$ cat src/lci_map.svh
// register offsets, field positions, reset values of the link control core
// assumes quadlet-wide registers reached over a plain strobe port
`ifndef LCI_MAP_SVH
`define LCI_MAP_SVH
// ********************
// offsets
// ********************
`define LCI_OFS_NODE_ID 12'h000
`define LCI_OFS_LINK_CTRL 12'h004
`define LCI_OFS_PWR_STAT 12'h0B0
`define LCI_OFS_SUMMARY 12'h0BC
`define LCI_OFS_STAT_BASE 12'h0C0
`define LCI_OFS_ENA_BASE 12'h0E0
// ********************
// fields and values
// ********************
`define LCI_BUS_RESET_VAL 10'h3FF
`define LCI_CTRL_RESET 32'h4600_0002
`define LCI_CTRL_WMASK 32'hFEBF_FFFF
`define LCI_BIT_IDENTITY_VALID 31
`define LCI_BIT_SELFID 30
`define LCI_BIT_TXEN 26
`define LCI_BIT_RXEN 25
`define LCI_BIT_BYTE_ORDER_INVARIANCE 23
`define LCI_BIT_LITTLE_ENDIAN_STRAP 22
`define LCI_PD_FILL 32'h0000_0000
`define LCI_PWR_AREA 4
`define LCI_CONF_NOACK 4'h0
`define LCI_CONF_COMPLETE 4'h1
`define LCI_CONF_PENDING 4'h2
`define LCI_CONF_RETRY 4'h4
`define LCI_CONF_DATAERR 4'hD
`define LCI_CONF_TYPEERR 4'hE
`endif

$ cat src/lci_pkg.sv
// types shared by the link control core
// assumes nothing of its surroundings
package lci_pkg;
  typedef struct packed {
    logic [11:0] addr;
    logic [31:0] wrData;
    logic wr;
    logic rd;
  } lci_bus_type;

  typedef struct packed {
    logic toResp;
    logic [5:0] label;
    logic [3:0] code;
  } lci_conf_type;

  typedef struct packed {
    logic done;
    logic fromResp;
    logic [5:0] label;
    logic broadcast;
    logic noAck;
    logic retryOut;
    logic [3:0] ack;
  } lci_tx_type;

  typedef struct packed {
    logic [4:0][7:0] stat;
    logic [4:0][7:0] ena;
    logic [9:0] busNum;
    logic [5:0] nodeNum;
    logic [31:0] ctrl;
    logic strap;
    logic [1:0] pdSync;
    logic [1:0] strapSync;
    logic irqN;
    logic [31:0] rdData;
    logic confValid;
    lci_conf_type conf;
  } lci_state_type;
endpackage : lci_pkg

$ cat src/lci_link_ctrl.sv
// link control core: transmit confirmations, interrupt gathering, node id and link control
// assumes a host on a plain strobe port and transmitter/PHY logic on clk_sys
// Functional notes
// - build a confirmation entry after every sent request, response or stream packet
// - request confirmations go to request queue, response ones to response queue
// - confirmation carries the packet's label; host keeps active labels unique
// - codes 0 none, 1 complete/broadcast, 2 pending, 4 retry, D data, E type
// - one host interrupt output ORs enabled status from five areas
// - each status bit has its own enable gating the interrupt
// - summary low nibble shows per-area OR of enabled status, not latched
// - writing one clears a status bit; writing zero leaves it
// - status bits latch until acknowledged
// - in power-down only power-domain status reads true; others read filler
// - registers are whole 32-bit quadlets; undefined bits ignore writes
// - node number loads from PHY when bus reset completes
// - bus number returns to 0x3FF on every bus reset
// - bus and node number form source address and packet filter
// - read-only part code and revision code in node identity
// - identity-valid bit enables acceptance; set after self-id, in the same cycle as node update
// - bit 30 routes self-id and PHY packets to request queue
// - bits 29..27 choose the busy policy
// - bit 26 enables the transmitter
// - bit 25 enables the receiver
// - bit 23 picks data-invariant order, only in little-endian mode
// - bit 22 holds endian strap caught during reset
//
// Implementation choice: the plain strobed port.
`timescale 1ns/1ps
`default_nettype none
`include "lci_map.svh"
module lci_link_ctrl #(
  parameter logic [7:0] PART_CODE = 8'hA5, // arbitrary value
  parameter logic [7:0] REV_CODE = 8'h5A // arbitrary value
) (
  input wire logic clk_sys,
  input wire logic rst,
  input wire lci_pkg::lci_bus_type bus,
  output logic [31:0] rdData,
  input wire lci_pkg::lci_tx_type tx,
  output logic confValid,
  output lci_pkg::lci_conf_type conf,
  input wire logic [4:0][7:0] areaEvent,
  input wire logic busResetStart,
  input wire logic busResetDone,
  input wire logic [5:0] phyNodeNumber,
  input wire logic linkPowerDownPin,
  input wire logic littleEndianStrapPin,
  output logic host_interrupt_n,
  output logic [15:0] sourceAddress,
  output logic identityValid,
  output logic selfIdReceive,
  output logic [2:0] busyPolicy,
  output logic transmitEnable,
  output logic receiveEnable,
  output logic littleEndian,
  output logic byteOrderInvariance
);
  // ********************
  // helpers
  // ********************
  function automatic logic [3:0] confCode(input lci_pkg::lci_tx_type t);
    logic [3:0] c;
    c = `LCI_CONF_NOACK;
    if (t.broadcast) begin
      c = `LCI_CONF_COMPLETE;
    end else if (t.retryOut) begin
      c = `LCI_CONF_RETRY;
    end else if (!t.noAck) begin
      case (t.ack)
        `LCI_CONF_COMPLETE: c = `LCI_CONF_COMPLETE;
        `LCI_CONF_PENDING: c = `LCI_CONF_PENDING;
        `LCI_CONF_DATAERR: c = `LCI_CONF_DATAERR;
        `LCI_CONF_TYPEERR: c = `LCI_CONF_TYPEERR;
        default: c = `LCI_CONF_NOACK;
      endcase
    end
    return c;
  endfunction : confCode

  function automatic logic hitArea(input logic [11:0] a, input logic [11:0] base,
                                   input int k);
    return a == base + 12'(4 * k);
  endfunction : hitArea

  // ********************
  // state
  // ********************
  lci_pkg::lci_state_type q;
  lci_pkg::lci_state_type d;
  logic [4:0] areaAny;
  logic [4:0][7:0] clrMask;
  logic powerDown;

  always_comb begin
    for (int k = 0; k < 5; k++) begin
      areaAny[k] = |(q.stat[k] & q.ena[k]);
    end
  end
  assign powerDown = q.pdSync[1];

  always_comb begin
    d = q;
    d.pdSync = {q.pdSync[0], linkPowerDownPin};
    d.strapSync = {q.strapSync[0], littleEndianStrapPin};
    d.confValid = 1'b0;
    if (tx.done) begin
      d.confValid = 1'b1;
      d.conf.toResp = tx.fromResp;
      d.conf.label = tx.label;
      d.conf.code = confCode(tx);
    end
    for (int k = 0; k < 5; k++) begin
      clrMask[k] = 8'h00;
      if (bus.wr && hitArea(bus.addr, `LCI_OFS_STAT_BASE, k)) begin
        clrMask[k] = bus.wrData[7:0];
      end
      if (k == `LCI_PWR_AREA && bus.wr && bus.addr == `LCI_OFS_PWR_STAT) begin
        clrMask[k] = bus.wrData[7:0];
      end
      d.stat[k] = (q.stat[k] & ~clrMask[k]) | areaEvent[k];
      if (bus.wr && hitArea(bus.addr, `LCI_OFS_ENA_BASE, k)) begin
        d.ena[k] = bus.wrData[7:0];
      end
    end
    // whole quadlet writes, undefined bits masked
    if (bus.wr && bus.addr == `LCI_OFS_NODE_ID) begin
      d.busNum = bus.wrData[31:22];
      d.nodeNum = bus.wrData[21:16];
    end
    if (bus.wr && bus.addr == `LCI_OFS_LINK_CTRL) begin
      d.ctrl = bus.wrData & `LCI_CTRL_WMASK;
    end
    if (busResetStart) begin
      d.busNum = `LCI_BUS_RESET_VAL;
    end
    if (busResetDone) begin
      d.nodeNum = phyNodeNumber;
      d.ctrl[`LCI_BIT_IDENTITY_VALID] = 1'b1;
    end
    d.irqN = ~(|areaAny);
    // read data for the next cycle
    d.rdData = 32'h0000_0000;
    if (bus.rd) begin
      if (powerDown && bus.addr != `LCI_OFS_PWR_STAT) begin
        d.rdData = `LCI_PD_FILL;
      end else begin
        case (bus.addr)
          `LCI_OFS_NODE_ID: d.rdData = {q.busNum, q.nodeNum, PART_CODE, REV_CODE};
          `LCI_OFS_LINK_CTRL: d.rdData = q.ctrl | (32'(q.strap) << `LCI_BIT_LITTLE_ENDIAN_STRAP);
          `LCI_OFS_PWR_STAT: d.rdData = {24'h00_0000, q.stat[`LCI_PWR_AREA]};
          `LCI_OFS_SUMMARY: d.rdData = {28'h000_0000, areaAny[3:0]};
          default: begin
            for (int k = 0; k < 5; k++) begin
              if (hitArea(bus.addr, `LCI_OFS_STAT_BASE, k)) begin
                d.rdData = {24'h00_0000, q.stat[k]};
              end
              if (hitArea(bus.addr, `LCI_OFS_ENA_BASE, k)) begin
                d.rdData = {24'h00_0000, q.ena[k]};
              end
            end
          end
        endcase
      end
    end
    if (rst) begin
      d.stat = '0;
      d.ena = '0;
      d.busNum = `LCI_BUS_RESET_VAL;
      d.nodeNum = 6'h3F;
      d.ctrl = `LCI_CTRL_RESET;
      d.strap = q.strapSync[1];
      d.irqN = 1'b1;
      d.rdData = 32'h0000_0000;
      d.confValid = 1'b0;
      d.conf = '0;
    end
  end

  always_ff @(posedge clk_sys) begin
    q <= d;
  end

  // ********************
  // outputs
  // ********************
  assign rdData = q.rdData;
  assign confValid = q.confValid;
  assign conf = q.conf;
  assign host_interrupt_n = q.irqN;
  assign sourceAddress = {q.busNum, q.nodeNum};
  assign identityValid = q.ctrl[`LCI_BIT_IDENTITY_VALID];
  assign selfIdReceive = q.ctrl[`LCI_BIT_SELFID];
  assign busyPolicy = q.ctrl[29:27];
  assign transmitEnable = q.ctrl[`LCI_BIT_TXEN];
  assign receiveEnable = q.ctrl[`LCI_BIT_RXEN];
  assign littleEndian = q.strap;
  assign byteOrderInvariance = q.strap & q.ctrl[`LCI_BIT_BYTE_ORDER_INVARIANCE];
endmodule : lci_link_ctrl
`default_nettype wire

$ cat config.mk
export PLATFORM = sky130hd
export DESIGN_NAME = lci_link_ctrl
export DESIGN_NICKNAME = d
export VERILOG_FILES = /design/src/lci_pkg.sv /design/src/lci_link_ctrl.sv
export VERILOG_INCLUDE_DIRS = /design/src
export SDC_FILE = /design/constraint.sdc
export NUM_CORES = 1
export LEC_CHECK = 0
export ABC_AREA = 1
export BUFFER_PORTS_ARGS = -buffer_cell sky130_fd_sc_hd__buf_2
export CELL_PAD_IN_SITES_DETAIL_PLACEMENT = 0
export CELL_PAD_IN_SITES_GLOBAL_PLACEMENT = 1
export CORE_ASPECT_RATIO = 0.9
export CORE_UTILIZATION = 35
export DETAILED_ROUTE_END_ITERATION = 16
export PLACE_DENSITY = 0.8
export SYNTH_ARGS = -nofsm -noshare
export SYNTH_HDL_FRONTEND = slang
export SYNTH_SLANG_ARGS = --single-unit
$ cat constraint.sdc
create_clock -name clk_sys -period 4.4 [get_ports clk_sys]
set_input_delay 0.88 -clock clk_sys [delete_from_list [all_inputs] [get_ports clk_sys]]
set_output_delay 0.88 -clock clk_sys [all_outputs]
set_load 0.005 [all_outputs]
== Yosys cells after proc, flatten, opt, wreduce, memory -nomap -nowiden ==
Index checks and enable logic that the tools add are counted.

* Bits in registers: 176
* Bits in latches: 0
* Memory bits (writable): 0
* Memory bits (read-only): 0
* Input bits: 113
* Output and inout bits: 70
* Word-level logic and storage cells: 114
* Memories: 0

* Add/subtract/negate cells: 0
* Multiply operators: 0
* Div/mod/pow operators: 0
* Magnitude comparators: 0
* Eq/ne operators: 18
* Shift-type cells: 0
* Multiplexer cells: 25
* Bitwise logic cells: 24
* Reductions and logical operators: 24

{| class="wikitable"
|+ Operators by type and width
! kind !! number
|-
| two-way mux 32 bit || 10
|-
| equality test 12 x 8 -> 1 bit, second input constant || 12
|-
| one-hot mux 32 bit (4 select lines) || 1
|-
| AND 8 bit || 10
|-
| two-way mux 8 bit || 7
|-
| NOT 8 bit || 5
|-
| bitwise OR 8 bit || 5
|-
| OR reduction 40 bit || 1
|-
| bitwise OR 32 x 23 -> 32 bit || 1
|-
| OR reduction 8 bit || 4
|-
| one-hot mux 4 bit (4 select lines) || 1
|-
| logical AND 1 bit || 14
|-
| equality test 12 x 3 -> 1 bit, second input constant || 1
|-
| logical NOT 12 bit || 1
|-
| two-way mux 12 bit || 1
|-
| two-way mux 4 bit || 3
|-
| inequality test 12 x 8 -> 1 bit, second input constant || 1
|-
| equality test 4 bit, second input constant || 2
|-
| two-way mux 7 bit || 1
|-
| two-way mux 6 bit || 1
|-
| equality test 4 x 1 -> 1 bit, second input constant || 1
|-
| equality test 4 x 2 -> 1 bit, second input constant || 1
|-
| nonzero test 2 bit || 2
|-
| OR reduction 3 bit || 1
|-
| other kinds (3) || 4
|}

== Logic depth before layout (Yosys ltp) ==
* Depth in word-level cells: 12
* Gate-level depth with buffers: 17
* Depth with buffers taken out: 16

== Worst setup path after synthesis ==
No wires, ideal clock.

* Path type: input port to flip-flop
* From: input bus[35] (netlist name)
* To: register q, in the netlist rdData[16]
* Setup time: 0.066 ns
* Data arrival time: 2.454 ns
* Data required time: 4.334 ns
* Path slack: 1.880 ns
* Cell stages on the path: 14
* Buffers on the path: 1
* Cell sequence: inv_1 > nand2_2 > nor2_4 > inv_2 > nor2_2 > nand2_1 > nor3_4 > nor2_2 > nor3_4 > inv_2 > nor2_4 > inv_2 > buf_6 > a21oi_2

* Cells in the longest elaborated chain, start to end: 10
* Elaborated cells between the ends (all ways): 24
* Those cells by class: eq/ne: 12; mux: 9; reduce/logical: 3

{| class="wikitable"
|+ Ends and longest elaborated chain
! what !! line !! text
|-
| start: declaration || lci_link_ctrl.sv:37 || <nowiki>input wire lci_pkg::lci_bus_type bus,</nowiki>
|-
| equality test 12 x 8 -> 1 bit || lci_link_ctrl.sv:82 || <nowiki>return a == base + 12'(4 * k);</nowiki>
|-
| two-way mux 32 bit || lci_link_ctrl.sv:154 || <nowiki>if (hitArea(bus.addr, `LCI_OFS_STAT_BASE, k)) begin</nowiki>
|-
| two-way mux 32 bit || lci_link_ctrl.sv:157 || <nowiki>if (hitArea(bus.addr, `LCI_OFS_ENA_BASE, k)) begin</nowiki>
|-
| two-way mux 32 bit || lci_link_ctrl.sv:154 ||
|-
| two-way mux 32 bit || lci_link_ctrl.sv:157 ||
|-
| two-way mux 32 bit || lci_link_ctrl.sv:154 ||
|-
| two-way mux 32 bit || lci_link_ctrl.sv:157 ||
|-
| two-way mux 32 bit || lci_link_ctrl.sv:154 ||
|-
| two-way mux 32 bit || lci_link_ctrl.sv:157 ||
|-
| one-hot mux 32 bit (4 select lines) || lci_link_ctrl.sv:147 || <nowiki>case (bus.addr)</nowiki>
|-
| end signal: assignment || lci_link_ctrl.sv:180 || <nowiki>q <= d;</nowiki>
|-
| end: declaration || lci_link_ctrl.sv:88 || <nowiki>lci_pkg::lci_state_type q;</nowiki>
|}

Parallel ways exist; a longest one is shown, timed or not.
A chain may end at the register's enable or synchronous reset.

== Final worst setup path ==
* From: input bus[35] (netlist name)
* To: register q, in the netlist sourceAddress[0]

* Cells in the longest elaborated chain, start to end: 3

{| class="wikitable"
|+ Ends and longest elaborated chain
! what
|-
| logical NOT 12 bit
|-
| logical AND 1 bit (no line)
|-
| nonzero test 2 bit (no line)
|}

Every way passes these cells.

==> flow_summary_export.csv <==
group,metric,value,unit
worst_setup_path,timing.critical_path.max_delay_family,"simple AND/OR/NAND/NOR gates",
worst_setup_path,timing.reg2reg.setup_slack,2.63,ns
drt,via_per_inst,4.89,
placement,dp_hpwl,17.8,mm
worst_setup_path,end_kind,"flip-flop",
synthesis,synthArstFlopShare,0,%
clocking,cts_tree,"built",
worst_setup_path,r2r_cells,4,
final_layout,layout-drive-gt1-share,20.5,%
grt,overflow,0,
synthesis,synth_seq_cells,176,
die,die_y,147,um
run,max_cap_viol_count,0,
worst_setup_path,reg2reg_to,"host_interrupt_n$_SDFF_PP1_",
clocking,path_clk_slew,0.07,ns
grt,grt_usage,21.6,%
worst_hold_path,worstHoldStart,"d[46]$_DFF_P_",
drt,drc_errors,0,
sta,min_period,2.94,ns
pwr,leakagePower,4.18,nW
clocking,h-tree-depth,4,
worst_setup_path,crit_chain,"buf_2 > inv_1 > nand2_2 > nor2_4 > inv_2 > nor2_2 > inv_1 > nor2_2 > nand2_1 > inv_1 > nand3_1 > nand3_1",
worst_setup_path,critical_path_class,"in2reg",
pwr,power_switching_share,26.2,%
clocking,cts-root-buf,"clkbuf_16",
die,die_area,23800,um2
drt,ant_nets,0,
placement,dpl_worst_slack,0.965,ns
synthesis,synth_cell_types,32,
worst_setup_path,critical_path.slowest_cell,"inv_1",
worst_hold_path,min_path_cells,0,
sta,setup_ws,1.46,ns
sta,rsz0062_at_grt,"no",
sta,max_slew.worst_pin.slew,0.983,ns
sta,drv_slew,0,
sta,setup-violations-final,0,
final_layout,num-nets-final,1351,
clocking,postCtsResizedCells,0,
sta,period_share,66.9,%
sta,fin_tns_setup,0,ns
worst_setup_path,start_kind,"input port",
sta,max_freq,340,MHz
synthesis,yosysTopAreaCell,"dfxtp_1",
worst_setup_path,timing.critical_path.mode_cell,"inv_1",
clocking,cts_made_buffers,17,
clocking,clock_latency,0.44,ns
clocking,cts_hold_buf,0,
worst_setup_path,r2r-start,"q[140]$_SDFF_PP0_",
synthesis,ys_seq_area_share,43.5,%
synthesis,syn_nets,1245,
pwr,combPwrFrac,6.4,%
grt,grt_max_degree,63,
pwr,p_switching,0.896,mW
clocking,cts.path.max_buffers,2,
drt,wire_per_inst,16.0,um
sta,relSlewSlack,34.2,%
die,ios,183,
synthesis,postSynthCellCount,1132,
sta,hold_ws,0.329,ns
placement,gp_congestion,0.872,
placement,io_buffers,182,
pwr,pwr-share-clk,44.9,%
die,coreArea,22600,um2
worst_setup_path,crit_fanout,16,
grt,antenna_found_initial,3,
pwr,power.internal,2.52,mW
sta,hold_violations,0,
final_layout,syn_to_final_growth,16.2,%
grt,grt_pass1_wl,39.4,mm
synthesis,synth_top_area_share,43.1,%
worst_setup_path,cp_slowest_stage_delay,0.50,ns
synthesis,synth_most_common_cell,"nand2_1",
synthesis,netlist_top_cells_count,"nand2_1 (187), inv_1 (184), dfxtp_1 (175)",
die,start_util,35.9,%
clocking,post_cts_buffers,0,
synthesis,synthFlopType,"dfxtp_1",
synthesis,avgSynthCellArea,7.18,um2
drt,drt_iter0_drc,525,
grt,grt_pass1_vias,7149,
pwr,peakVddDrop,193,uV
synthesis,syn-cell-area,8130,um2
worst_setup_path,arrival,3.32,ns
pwr,seqPwrFrac,48.7,%
die,std_cell_rows,52,
clocking,cts.sinks,176,
sta,skew,0.0123,ns
worst_hold_path,whs_endpoint,"q[46]$_DFF_P_",
worst_setup_path,critPathRequiredTime,4.78,ns
worst_setup_path,crit_buf_inv,5,
outcome,outcome,"completed",
drt,drt_pass1_iterations,5,
synthesis,synth_edf_count,1,
pwr,powerDensity,362,nW/um2
die,die_w,163,um
worst_hold_path,hold_path_class,"reg2reg",
synthesis,synth_area_leaders,"dfxtp_1 (43%), o21ai_0 (8.7%), nand2_1 (8.6%)",
drt,routed_wl,24.8,mm
synthesis,yosysWarningCount,0,
drt,route.vias.total,7569,
-- layer usage --
layer / global-route usage [%] / wire length [um] / share of wire [%] / up-vias
met3: 4.26 / 1380 / 5.6 / 46
met2: 34.1 / 11300 / 46 / 233
met4: 8.13 / 655 / 2.6 / 4
li1: - / - / - / 3833
met5: 0 / 22 / 0.089 / -
met1: 28.9 / 11400 / 46 / 3453
-- placed cells by master (no fill, tap or decap), types with 2 or more instances in the layout --
cell,instances
o21bai_1,2
buf_4,8
nor3_1,11
nand4_1,19
nor2_4,3
a221oi_1,4
nor4_1,5
nor3_4,2
clkbuf_16,17
o21ai_0,142
nand3_1,54
a211oi_1,8
a22o_1,7
a21oi_2,10
clkinv_8,2
dfxtp_1,175
clkinvlp_4,3
nand2_2,3
inv_1,184
clkinv_1,3
o211ai_1,3
or2_2,3
o22ai_1,5
a21oi_1,135
nand2_1,186
o221ai_1,4
nor2_1,45
buf_2,182
inv_6,7
inv_2,5
nor2_2,8
-- state kept, by name, indices dropped and copies added (netlist names) --
| name | count |
|---|---|
| busyPolicy | 3 |
| conf | 11 |
| confValid | 1 |
| d | 2 |
| host_interrupt_n | 1 |
| identityValid | 1 |
| littleEndian | 1 |
| powerDown | 1 |
| q | 104 |
| rdData | 32 |
| receiveEnable | 1 |
| selfIdReceive | 1 |
| sourceAddress | 16 |
| transmitEnable | 1 |
-- power by group through the flow --
stage | Clock, mW | Combinational (mW) | Sequential [mW]
final | 1.53 | 0.220 | 1.66
after floorplan | 0 | 0.112 | 1.69
after global placement | 0 | 0.218 | 1.70
after detailed placement | 0 | 0.219 | 1.70
after global routing | 1.63 | 0.245 | 1.67
after CTS | 1.56 | 0.220 | 1.66
-- cell type report --
| class | instances | area (um2) |
|---|---|---|
| fill | 2435 | 13200 |
| sequential | 176 | 3530 |
| multi-input combinational | 661 | 3250 |
| timing repair buffer | 190 | 971 |
| inverter | 192 | 721 |
| clock buffer | 17 | 425 |
| tap | 297 | 372 |
| clock inverter | 15 | 166 |
| antenna | 1 | 2.50 |
-- logic make-up (layout without fill, tap and decap cells) --
| group | count (synthesis) | count (layout) | share of synthesized area (%) |
|---|---|---|---|
| AO/OA/AOI/OAI | 320 | 320 | 21.3 |
| XOR/XNOR | 1 | 1 | 0.108 |
| buffers and inverters | 295 | 414 | 16.6 |
| flip-flops | 176 | 176 | 43.5 |
| other | 0 | 1 | 0 |
| AND/OR/NAND/NOR | 340 | 340 | 18.5 |
-- per-stage QoR --
step	power [mW]	cells	util (%)	area [um2]
floorplan	1.80	1132	-	8130
finish	3.41	1549	41.7	9440
global route	3.54	1549	41.7	9440
global placement	1.92	1516	39.1	8850
detailed placement	1.92	1516	39.1	8850
CTS	3.44	1548	41.7	9440
-- worst max-delay path by stage --
| stage | startpoint | end | slack (ns) | cells past startpoint |
|---|---|---|---|---|
| after global placement | bus[35] | sourceAddress[1]$_SDFFE_PP1P_ | 1.06 | 12 |
| after detailed placement | bus[35] | sourceAddress[0]$_SDFFE_PP1P_ | 0.97 | 12 |
| after global routing | bus[35] | sourceAddress[0]$_SDFFE_PP1P_ | 1.12 | 12 |
| after CTS | bus[35] | sourceAddress[0]$_SDFFE_PP1P_ | 1.42 | 12 |
| final | bus[35] | sourceAddress[0]$_SDFFE_PP1P_ | 1.46 | 12 |
| after floorplan | bus[35] | rdData[16]$_SDFF_PP0_ | 1.88 | 14 |
No activity file was read; power rests on OpenSTA's default activity.
